$ cat src/hw/bsf_pkg.sv
/*
 * Shared constants and types of the bit, shift and flag execution unit.
 * Assumes an 8-bit core with a status register of eight flags.
 */
package bsf_pkg;

    // ==========================================================
    // Widths
    localparam int DATA_W = 8;
    localparam int IO_ADDR_W = 6;

    // ==========================================================
    // Status register bit positions
    localparam logic [2:0] FLAG_C = 3'h0;
    localparam logic [2:0] FLAG_Z = 3'h1;
    localparam logic [2:0] FLAG_N = 3'h2;
    localparam logic [2:0] FLAG_V = 3'h3;
    localparam logic [2:0] FLAG_S = 3'h4;
    localparam logic [2:0] FLAG_H = 3'h5;
    localparam logic [2:0] FLAG_T = 3'h6;
    localparam logic [2:0] FLAG_I = 3'h7;

    // ==========================================================
    // Reset values and cycle counts
    localparam logic [7:0] STATUS_RESET = 8'h00;
    localparam int IO_OP_CYCLES = 2;
    localparam int ALU_OP_CYCLES = 1;

    // ==========================================================
    // Operations
    typedef enum logic [4:0] {
        OP_SET_IO_BIT,
        OP_CLEAR_IO_BIT,
        OP_SHIFT_LEFT_LOGICAL,
        OP_SHIFT_RIGHT_LOGICAL,
        OP_ROTATE_LEFT_CARRY,
        OP_ROTATE_RIGHT_CARRY,
        OP_SHIFT_RIGHT_ARITH,
        OP_SWAP_NIBBLES,
        OP_FLAG_SET,
        OP_FLAG_CLEAR,
        OP_BIT_TO_TRANSFER_FLAG,
        OP_TRANSFER_FLAG_TO_BIT,
        OP_CARRY_SET,
        OP_CARRY_CLEAR,
        OP_IRQ_ENABLE,
        OP_IRQ_DISABLE,
        OP_OVERFLOW_SET
    } bsf_op_t;

    typedef struct packed {
        logic valid;
        bsf_op_t op;
        logic [7:0] operand;
        logic [2:0] bitSel;
        logic [IO_ADDR_W-1:0] ioAddr;
    } bsf_cmd_t;

    typedef struct packed {
        logic we;
        logic [7:0] data;
    } bsf_reg_wr_t;

endpackage

$ cat src/hw/bsf_exec_unit.sv
/*
 * Execution unit for bit set/clear in I/O space, shifts, rotates,
 * nibble swap, transfer-flag moves and status flag set/clear.
 * Assumes the decoder presents one command at a time with the source
 * register value already read, and that I/O read data is returned
 * combinationally in the same cycle as the read enable.
 */
// Functional notes
// - Set I/O bit: bit forced one, 2 cycles
// - Clear I/O bit: bit forced zero, 2 cycles
// - Logical left shift, zero in, ZCNV, 1 cycle
// - Logical right shift, zero in, ZCNV, 1 cycle
// - Rotate left through carry, updates ZCNV
// - Rotate right through carry, updates ZCNV
// - Arithmetic right shift keeps sign, updates ZCNV
// - Nibble swap, no flags changed
// - Flag set writes selected status bit one
// - Flag clear writes selected status bit zero
// - Bit store copies register bit into T
// - Bit load copies T into register bit
// - Carry set and clear touch only C
// - Interrupt disable clears I flag
// - Interrupt enable sets I flag
// - Overflow set forces V, nothing else
module bsf_exec_unit (
    input wire logic clk,
    input wire logic rst_n,
    input wire bsf_pkg::bsf_cmd_t cmd,
    output logic cmdReady,
    output bsf_pkg::bsf_reg_wr_t regWr,
    output logic ioRdEn,
    output logic [bsf_pkg::IO_ADDR_W-1:0] ioAddr,
    input wire logic [7:0] ioRdData,
    output logic ioWe,
    output logic [7:0] ioWrData,
    output logic [7:0] status,
    output logic done
);

    // ==========================================================
    // State
    typedef enum logic {
        ST_IDLE,
        ST_IO_READ
    } bsf_state_t;

    bsf_state_t state;
    logic ioSetMode;
    logic [2:0] ioBit;
    logic accept;
    logic [7:0] next_result;
    logic [7:0] next_status;
    logic next_regWe;

    assign cmdReady = (state == ST_IDLE);
    assign accept = cmd.valid && cmdReady;

    // Flags common to all shifts and rotates
    function automatic logic [7:0] shiftFlags(input logic [7:0] st,
                                              input logic [7:0] res,
                                              input logic carry);
        logic [7:0] f;
        f = st;
        f[bsf_pkg::FLAG_C] = carry;
        f[bsf_pkg::FLAG_Z] = (res == 8'h00);
        f[bsf_pkg::FLAG_N] = res[7];
        f[bsf_pkg::FLAG_V] = res[7] ^ carry;
        return f;
    endfunction

    // I/O read-modify-write ops
    function automatic logic isIoOp(input bsf_pkg::bsf_op_t op);
        return (op == bsf_pkg::OP_SET_IO_BIT) || (op == bsf_pkg::OP_CLEAR_IO_BIT);
    endfunction

    // ==========================================================
    // Result and flag computation
    always_comb begin
        next_result = cmd.operand;
        next_status = status;
        next_regWe = 1'b0;
        unique case (cmd.op)
            bsf_pkg::OP_SHIFT_LEFT_LOGICAL: begin
                next_result = {cmd.operand[6:0], 1'b0};
                next_status = shiftFlags(status, next_result, cmd.operand[7]);
                next_regWe = 1'b1;
            end
            bsf_pkg::OP_SHIFT_RIGHT_LOGICAL: begin
                next_result = {1'b0, cmd.operand[7:1]};
                next_status = shiftFlags(status, next_result, cmd.operand[0]);
                next_regWe = 1'b1;
            end
            bsf_pkg::OP_ROTATE_LEFT_CARRY: begin
                next_result = {cmd.operand[6:0], status[bsf_pkg::FLAG_C]};
                next_status = shiftFlags(status, next_result, cmd.operand[7]);
                next_regWe = 1'b1;
            end
            bsf_pkg::OP_ROTATE_RIGHT_CARRY: begin
                next_result = {status[bsf_pkg::FLAG_C], cmd.operand[7:1]};
                next_status = shiftFlags(status, next_result, cmd.operand[0]);
                next_regWe = 1'b1;
            end
            bsf_pkg::OP_SHIFT_RIGHT_ARITH: begin
                next_result = {cmd.operand[7], cmd.operand[7:1]};
                next_status = shiftFlags(status, next_result, cmd.operand[0]);
                next_regWe = 1'b1;
            end
            bsf_pkg::OP_SWAP_NIBBLES: begin
                next_result = {cmd.operand[3:0], cmd.operand[7:4]};
                next_regWe = 1'b1;
            end
            bsf_pkg::OP_FLAG_SET: begin
                next_status[cmd.bitSel] = 1'b1;
            end
            bsf_pkg::OP_FLAG_CLEAR: begin
                next_status[cmd.bitSel] = 1'b0;
            end
            bsf_pkg::OP_BIT_TO_TRANSFER_FLAG: begin
                next_status[bsf_pkg::FLAG_T] = cmd.operand[cmd.bitSel];
            end
            bsf_pkg::OP_TRANSFER_FLAG_TO_BIT: begin
                next_result[cmd.bitSel] = status[bsf_pkg::FLAG_T];
                next_regWe = 1'b1;
            end
            bsf_pkg::OP_CARRY_SET: begin
                next_status[bsf_pkg::FLAG_C] = 1'b1;
            end
            bsf_pkg::OP_CARRY_CLEAR: begin
                next_status[bsf_pkg::FLAG_C] = 1'b0;
            end
            bsf_pkg::OP_IRQ_ENABLE: begin
                next_status[bsf_pkg::FLAG_I] = 1'b1;
            end
            bsf_pkg::OP_IRQ_DISABLE: begin
                next_status[bsf_pkg::FLAG_I] = 1'b0;
            end
            bsf_pkg::OP_OVERFLOW_SET: begin
                next_status[bsf_pkg::FLAG_V] = 1'b1;
            end
            bsf_pkg::OP_SET_IO_BIT, bsf_pkg::OP_CLEAR_IO_BIT: begin
                next_status = status;
            end
            default: begin
                next_status = status;
            end
        endcase
    end

    // ==========================================================
    // Status register
    always_ff @(posedge clk or negedge rst_n) begin
        if (!rst_n) begin
            status <= bsf_pkg::STATUS_RESET;
        end else if (accept) begin
            status <= next_status;
        end
    end

    // ==========================================================
    // Register file write-back
    always_ff @(posedge clk or negedge rst_n) begin
        if (!rst_n) begin
            regWr <= '0;
        end else begin
            regWr.we <= accept && next_regWe;
            if (accept && next_regWe) begin
                regWr.data <= next_result;
            end
        end
    end

    // ==========================================================
    // I/O read-modify-write sequencer
    always_ff @(posedge clk or negedge rst_n) begin
        if (!rst_n) begin
            state <= ST_IDLE;
            ioRdEn <= 1'b0;
            ioAddr <= '0;
            ioSetMode <= 1'b0;
            ioBit <= 3'h0;
            ioWe <= 1'b0;
            ioWrData <= 8'h00;
        end else begin
            ioWe <= 1'b0;
            unique case (state)
                ST_IDLE: begin
                    if (accept && isIoOp(cmd.op)) begin
                        state <= ST_IO_READ;
                        ioRdEn <= 1'b1;
                        ioAddr <= cmd.ioAddr;
                        ioBit <= cmd.bitSel;
                        ioSetMode <= (cmd.op == bsf_pkg::OP_SET_IO_BIT);
                    end
                end
                ST_IO_READ: begin
                    state <= ST_IDLE;
                    ioRdEn <= 1'b0;
                    ioWe <= 1'b1;
                    ioWrData <= ioRdData;
                    ioWrData[ioBit] <= ioSetMode;
                end
            endcase
        end
    end

    // ==========================================================
    // Completion pulse
    always_ff @(posedge clk or negedge rst_n) begin
        if (!rst_n) begin
            done <= 1'b0;
        end else begin
            done <= (accept && !isIoOp(cmd.op)) || (state == ST_IO_READ);
        end
    end
endmodule

$ cat config.mk
export PLATFORM = sky130hd
export DESIGN_NAME = bsf_exec_unit
export DESIGN_NICKNAME = d
export VERILOG_FILES = /design/src/hw/bsf_pkg.sv /design/src/hw/bsf_exec_unit.sv
export SDC_FILE = /design/constraint.sdc
export NUM_CORES = 1
export LEC_CHECK = 0
export BUFFER_PORTS_ARGS = -buffer_cell sky130_fd_sc_hd__buf_2
export CAP_MARGIN = 25
export CORE_AREA = 5 5 77 79
export CTS_CLUSTER_DIAMETER = 120
export DETAILED_ROUTE_END_ITERATION = 8
export DIE_AREA = 0 0 82 84
export PLACE_DENSITY = 0.8
export SYNTH_ARGS = -nofsm -noshare
export SYNTH_HDL_FRONTEND = slang
export SYNTH_SLANG_ARGS = --single-unit
export TNS_END_PERCENT = 10
$ cat constraint.sdc
create_clock -name clk -period 3.65 [get_ports clk]
set_clock_uncertainty 0.1 [all_clocks]
set_input_delay 0.1825 -clock clk [delete_from_list [all_inputs] [get_ports clk]]
set_output_delay 0.1825 -clock clk [all_outputs]
set_load 0.05 [all_outputs]
==> results_dict.tcl <==
set metrics [dict create \
    setup_viol 0 \
    timing.reg2reg.setup_slack_ns 1.39 \
    cts_setup_buffers 0 \
    postSynthRegisterBits 39 \
    drc 0 \
    post_drt_via_cell_ratio 5.95 \
    finalWorstPathRequiredPeriod_ns 2.26 \
    cp_cell_sequence "nor2b_1 -> nand3_1 -> clkinv_1 -> nand2_1 -> nand2_1" \
    chipHeight_microns 84 \
    nets 412 \
    finalWirelength_microns 7250 \
    cts.root.buffer_cell "sky130_fd_sc_hd__clkbuf_8" \
    share_of_flip_flops_with_an_asynchronous_set_or_reset_after_synthesis_pct 100 \
    drt_pass1_iterations 7 \
    worst_slew_margin_rel_pct 42.9 \
    worst-slew-pin-transition_ns 0.857 \
    yosysUniqueCellTypes 61 \
    timing.max_cap.violations 0 \
    areaGrowthSynthToFinish_pct 16.6 \
    tritoncts.num_buffers 5 \
    fraction_of_synthesized_cell_area_taken_by_the_top_area_cell_type_pct 36.0 \
    proportion_of_layout_cells_with_a_drive_suffix_above_1_pct 23.5 \
    placed_cell_area_sq_um 2970 \
    critical_path.n_buffers_inverters 1 \
    worst_skew_pair.late_latency_ns 0.30 \
    antenna_found_initial 0 \
    postSynthNetCount 361 \
    port-buffer-count 67 \
    number_of_instances_on_the_worst_hold_path 3 \
    irDropWorstVdd_mv 0.256 \
    final_max_slew_violation_count 0 \
    clock_tree.htree_level_count 2 \
    post_cts_resized 0 \
    rsz0062_at_grt "no" \
    cp-end-kind "register" \
    first_iter_violations 298 \
    fin_setup_tns_ns 0 \
    synth_sequential_area_ratio_pct 36.0 \
    syn_area_sq_um 2710 \
    synthCells 327 \
    timing.critical_path.from_type "register" \
    hold_violations 0 \
    slowest_delay_ns 0.59 \
    beginning_of_the_worst_hold_path "cmd[22]" \
    synth_commonest_cells "46 x sky130_fd_sc_hd__nand2_1, 39 x sky130_fd_sc_hd__dfrtp_1, 32 x sky130_fd_sc_hd__nor2_1" \
    crit_required_ns 3.78 \
    ys_dominant_reg_cell "sky130_fd_sc_hd__dfrtp_1" \
    postCtsHoldBufs 7 \
    wire_per_inst_microns 16.1 \
    final_design_area_no_fill_sq_um 3160 \
    fin_crit_sh_pct 62.0 \
    n_antenna_cell 0 \
    synth_area_leader_cell "sky130_fd_sc_hd__dfrtp_1" \
    clock_tree.buffer_depth 2 \
    critPathTopFamily "simple AND/OR/NAND/NOR gates" \
    grt_pass1_wl_microns 12000 \
    antenna_left 0 \
    die-area_sq_um 6890 \
    netlist_top_cells_area "sky130_fd_sc_hd__dfrtp_1 36%, sky130_fd_sc_hd__nand2_1 6.4%, sky130_fd_sc_hd__mux2i_1 5.2%" \
    fmax_mhz 442 \
    cp_max_fo 19 \
    clock_sinks 39 \
    gp_congestion 0.917 \
    cp.arrival_ns 2.39 \
    die_w_microns 82 \
    via_count_of_the_first_global_routing_pass 2426 \
    timing.rr.end "ioAddr[4]$_DFFE_PN0P_" \
    worstSetupStartpoint "state$_DFF_PN0_" \
    rr_startpoint "state$_DFF_PN0_" \
    clkTransAtPathRegs_ns 0.08 \
    grt_overflow_total 0 \
    crit_top_cell "sky130_fd_sc_hd__nand2_1" \
    ios 68 \
    initial_utilization_pct 51.4 \
    dpl.hpwl_microns 5160 \
    cts_tree "done" \
    std_cell_rows 27 \
    avg_cell_area_syn_sq_um 8.28 \
    outcome "finished, final reports clean" \
    ys_warn_count 0 \
    num_vias 2685 \
    grt_start_max_net_pins 40 \
    critical_path.slowest_cell "sky130_fd_sc_hd__dfrtp_1" \
    synth-edff-count 0 \
    hold_class "input pin to register" \
    worst_path_class_setup "register to register" \
    whs_endpoint "done$_DFF_PN0_" \
    grt_util_all_layers_pct 22.0 \
    power_per_cell_area_nw_per_um2 486 \
    yosysMostFrequentCell "sky130_fd_sc_hd__nand2_1" \
    p_leak_uw 0.00144 \
    r2r.worst_path.cells 5 \
    design.core.area_sq_um 5270 \
]
state kept, by name, indices dropped and copies added (netlist names), 3 cells and up, named ones only:
| name | flops |
|---|---|
| ioWrData | 8 |
| ioBit | 3 |
| regWr | 9 |
| ioAddr | 6 |
| status | 6 |
where the power goes:
part | switching [uW] | internal (uW) | total (uW)
clock network | 160 | 206 | 366
logic | 430 | 162 | 591
registers | 66.6 | 511 | 578
total | 656 | 879 | 1540
cells in the final DEF, fill, tap and decap left out, drive strengths merged, types with 4 or more instances in the layout:
master       instances
nand3                7
nand3b               4
a31oi                6
a311oi               4
inv                  7
nand2               47
mux2                 5
and3                 5
clkbuf               5
buf                 67
nor3                10
nor2b                7
nand2b               9
o21ai               19
a21oi               24
mux2i               14
nor2                32
dfrtp               39
dlygate4sd3          7
a211oi               5
per-stage QoR:
step	power (uW)	cells	setup slack [ns]	hold WS (ns)	util [%]
6_report	1540	451	1.39	0.0204	59.9
5_1_grt	1620	451	1.20	0.00961	59.9
4_1_cts	1540	451	1.42	0.00572	59.9
3_5_place_dp	1170	436	1.46	0.241	56.4
3_3_place_gp	1160	436	1.48	0.235	56.4
2_1_floorplan	1030	327	1.82	-0.213	-
area by class of cell:
type	instances	area (sq um)
Fill cell	477	2110
Inverter	7	26.3
Multi-Input combinational cell	251	1550
Tap cell	72	90.1
Clock buffer	5	68.8
Clock inverter	3	46.3
Sequential cell	39	976
Timing Repair Buffer	74	405
how the worst max path moves through the flow:
| stage | end | slack, ns | cells past startpoint |
|---|---|---|---|
| 6_report | ioAddr[4]$_DFFE_PN0P_ | 1.39 | 5 |
| 5_1_grt | ioAddr[2]$_DFFE_PN0P_ | 1.20 | 5 |
| 4_1_cts | ioAddr[4]$_DFFE_PN0P_ | 1.42 | 5 |
| 3_5_place_dp | ioBit[2]$_DFFE_PN0P_ | 1.46 | 3 |
| 3_3_place_gp | ioBit[0]$_DFFE_PN0P_ | 1.48 | 3 |
| 2_1_floorplan | status[6]$_DFFE_PN0P_ | 1.82 | 6 |
cells by family (layout without fill, tap and decap cells):
group / after synthesis / in the layout / share of synthesized area, %
muxes: 19 / 19 / 7.25
xor gates and xnor gates: 3 / 3 / 0.970
and+or+nand+nor: 137 / 137 / 25.1
adders and majority gates: 1 / 1 / 0.462
AOI/OAI and AO/OA: 91 / 91 / 23.3
buffers and inverters: 37 / 89 / 6.88
DFF: 39 / 39 / 36.0
worst register-to-register path: stages, from the launching register on:
cell,delay [ns]
sky130_fd_sc_hd__dfrtp_1,0.59
sky130_fd_sc_hd__nor2b_1,0.52
sky130_fd_sc_hd__nand3_1,0.51
sky130_fd_sc_hd__clkinv_1,0.32
sky130_fd_sc_hd__nand2_1,0.08
sky130_fd_sc_hd__nand2_1,0.07
per-layer routing:
metal / up-vias / part of all wire [%] / GRT usage [%] / routed length (microns)
li1: 1275 / - / - / -
met1: 1219 / 41 / 30.4 / 2970
met2: 165 / 45 / 33.5 / 3260
met3: 26 / 10 / 3.24 / 747
met4: 0 / 3.7 / 10.3 / 269
met5: - / 0 / 0 / 0
(Power assumes the default switching activity.)
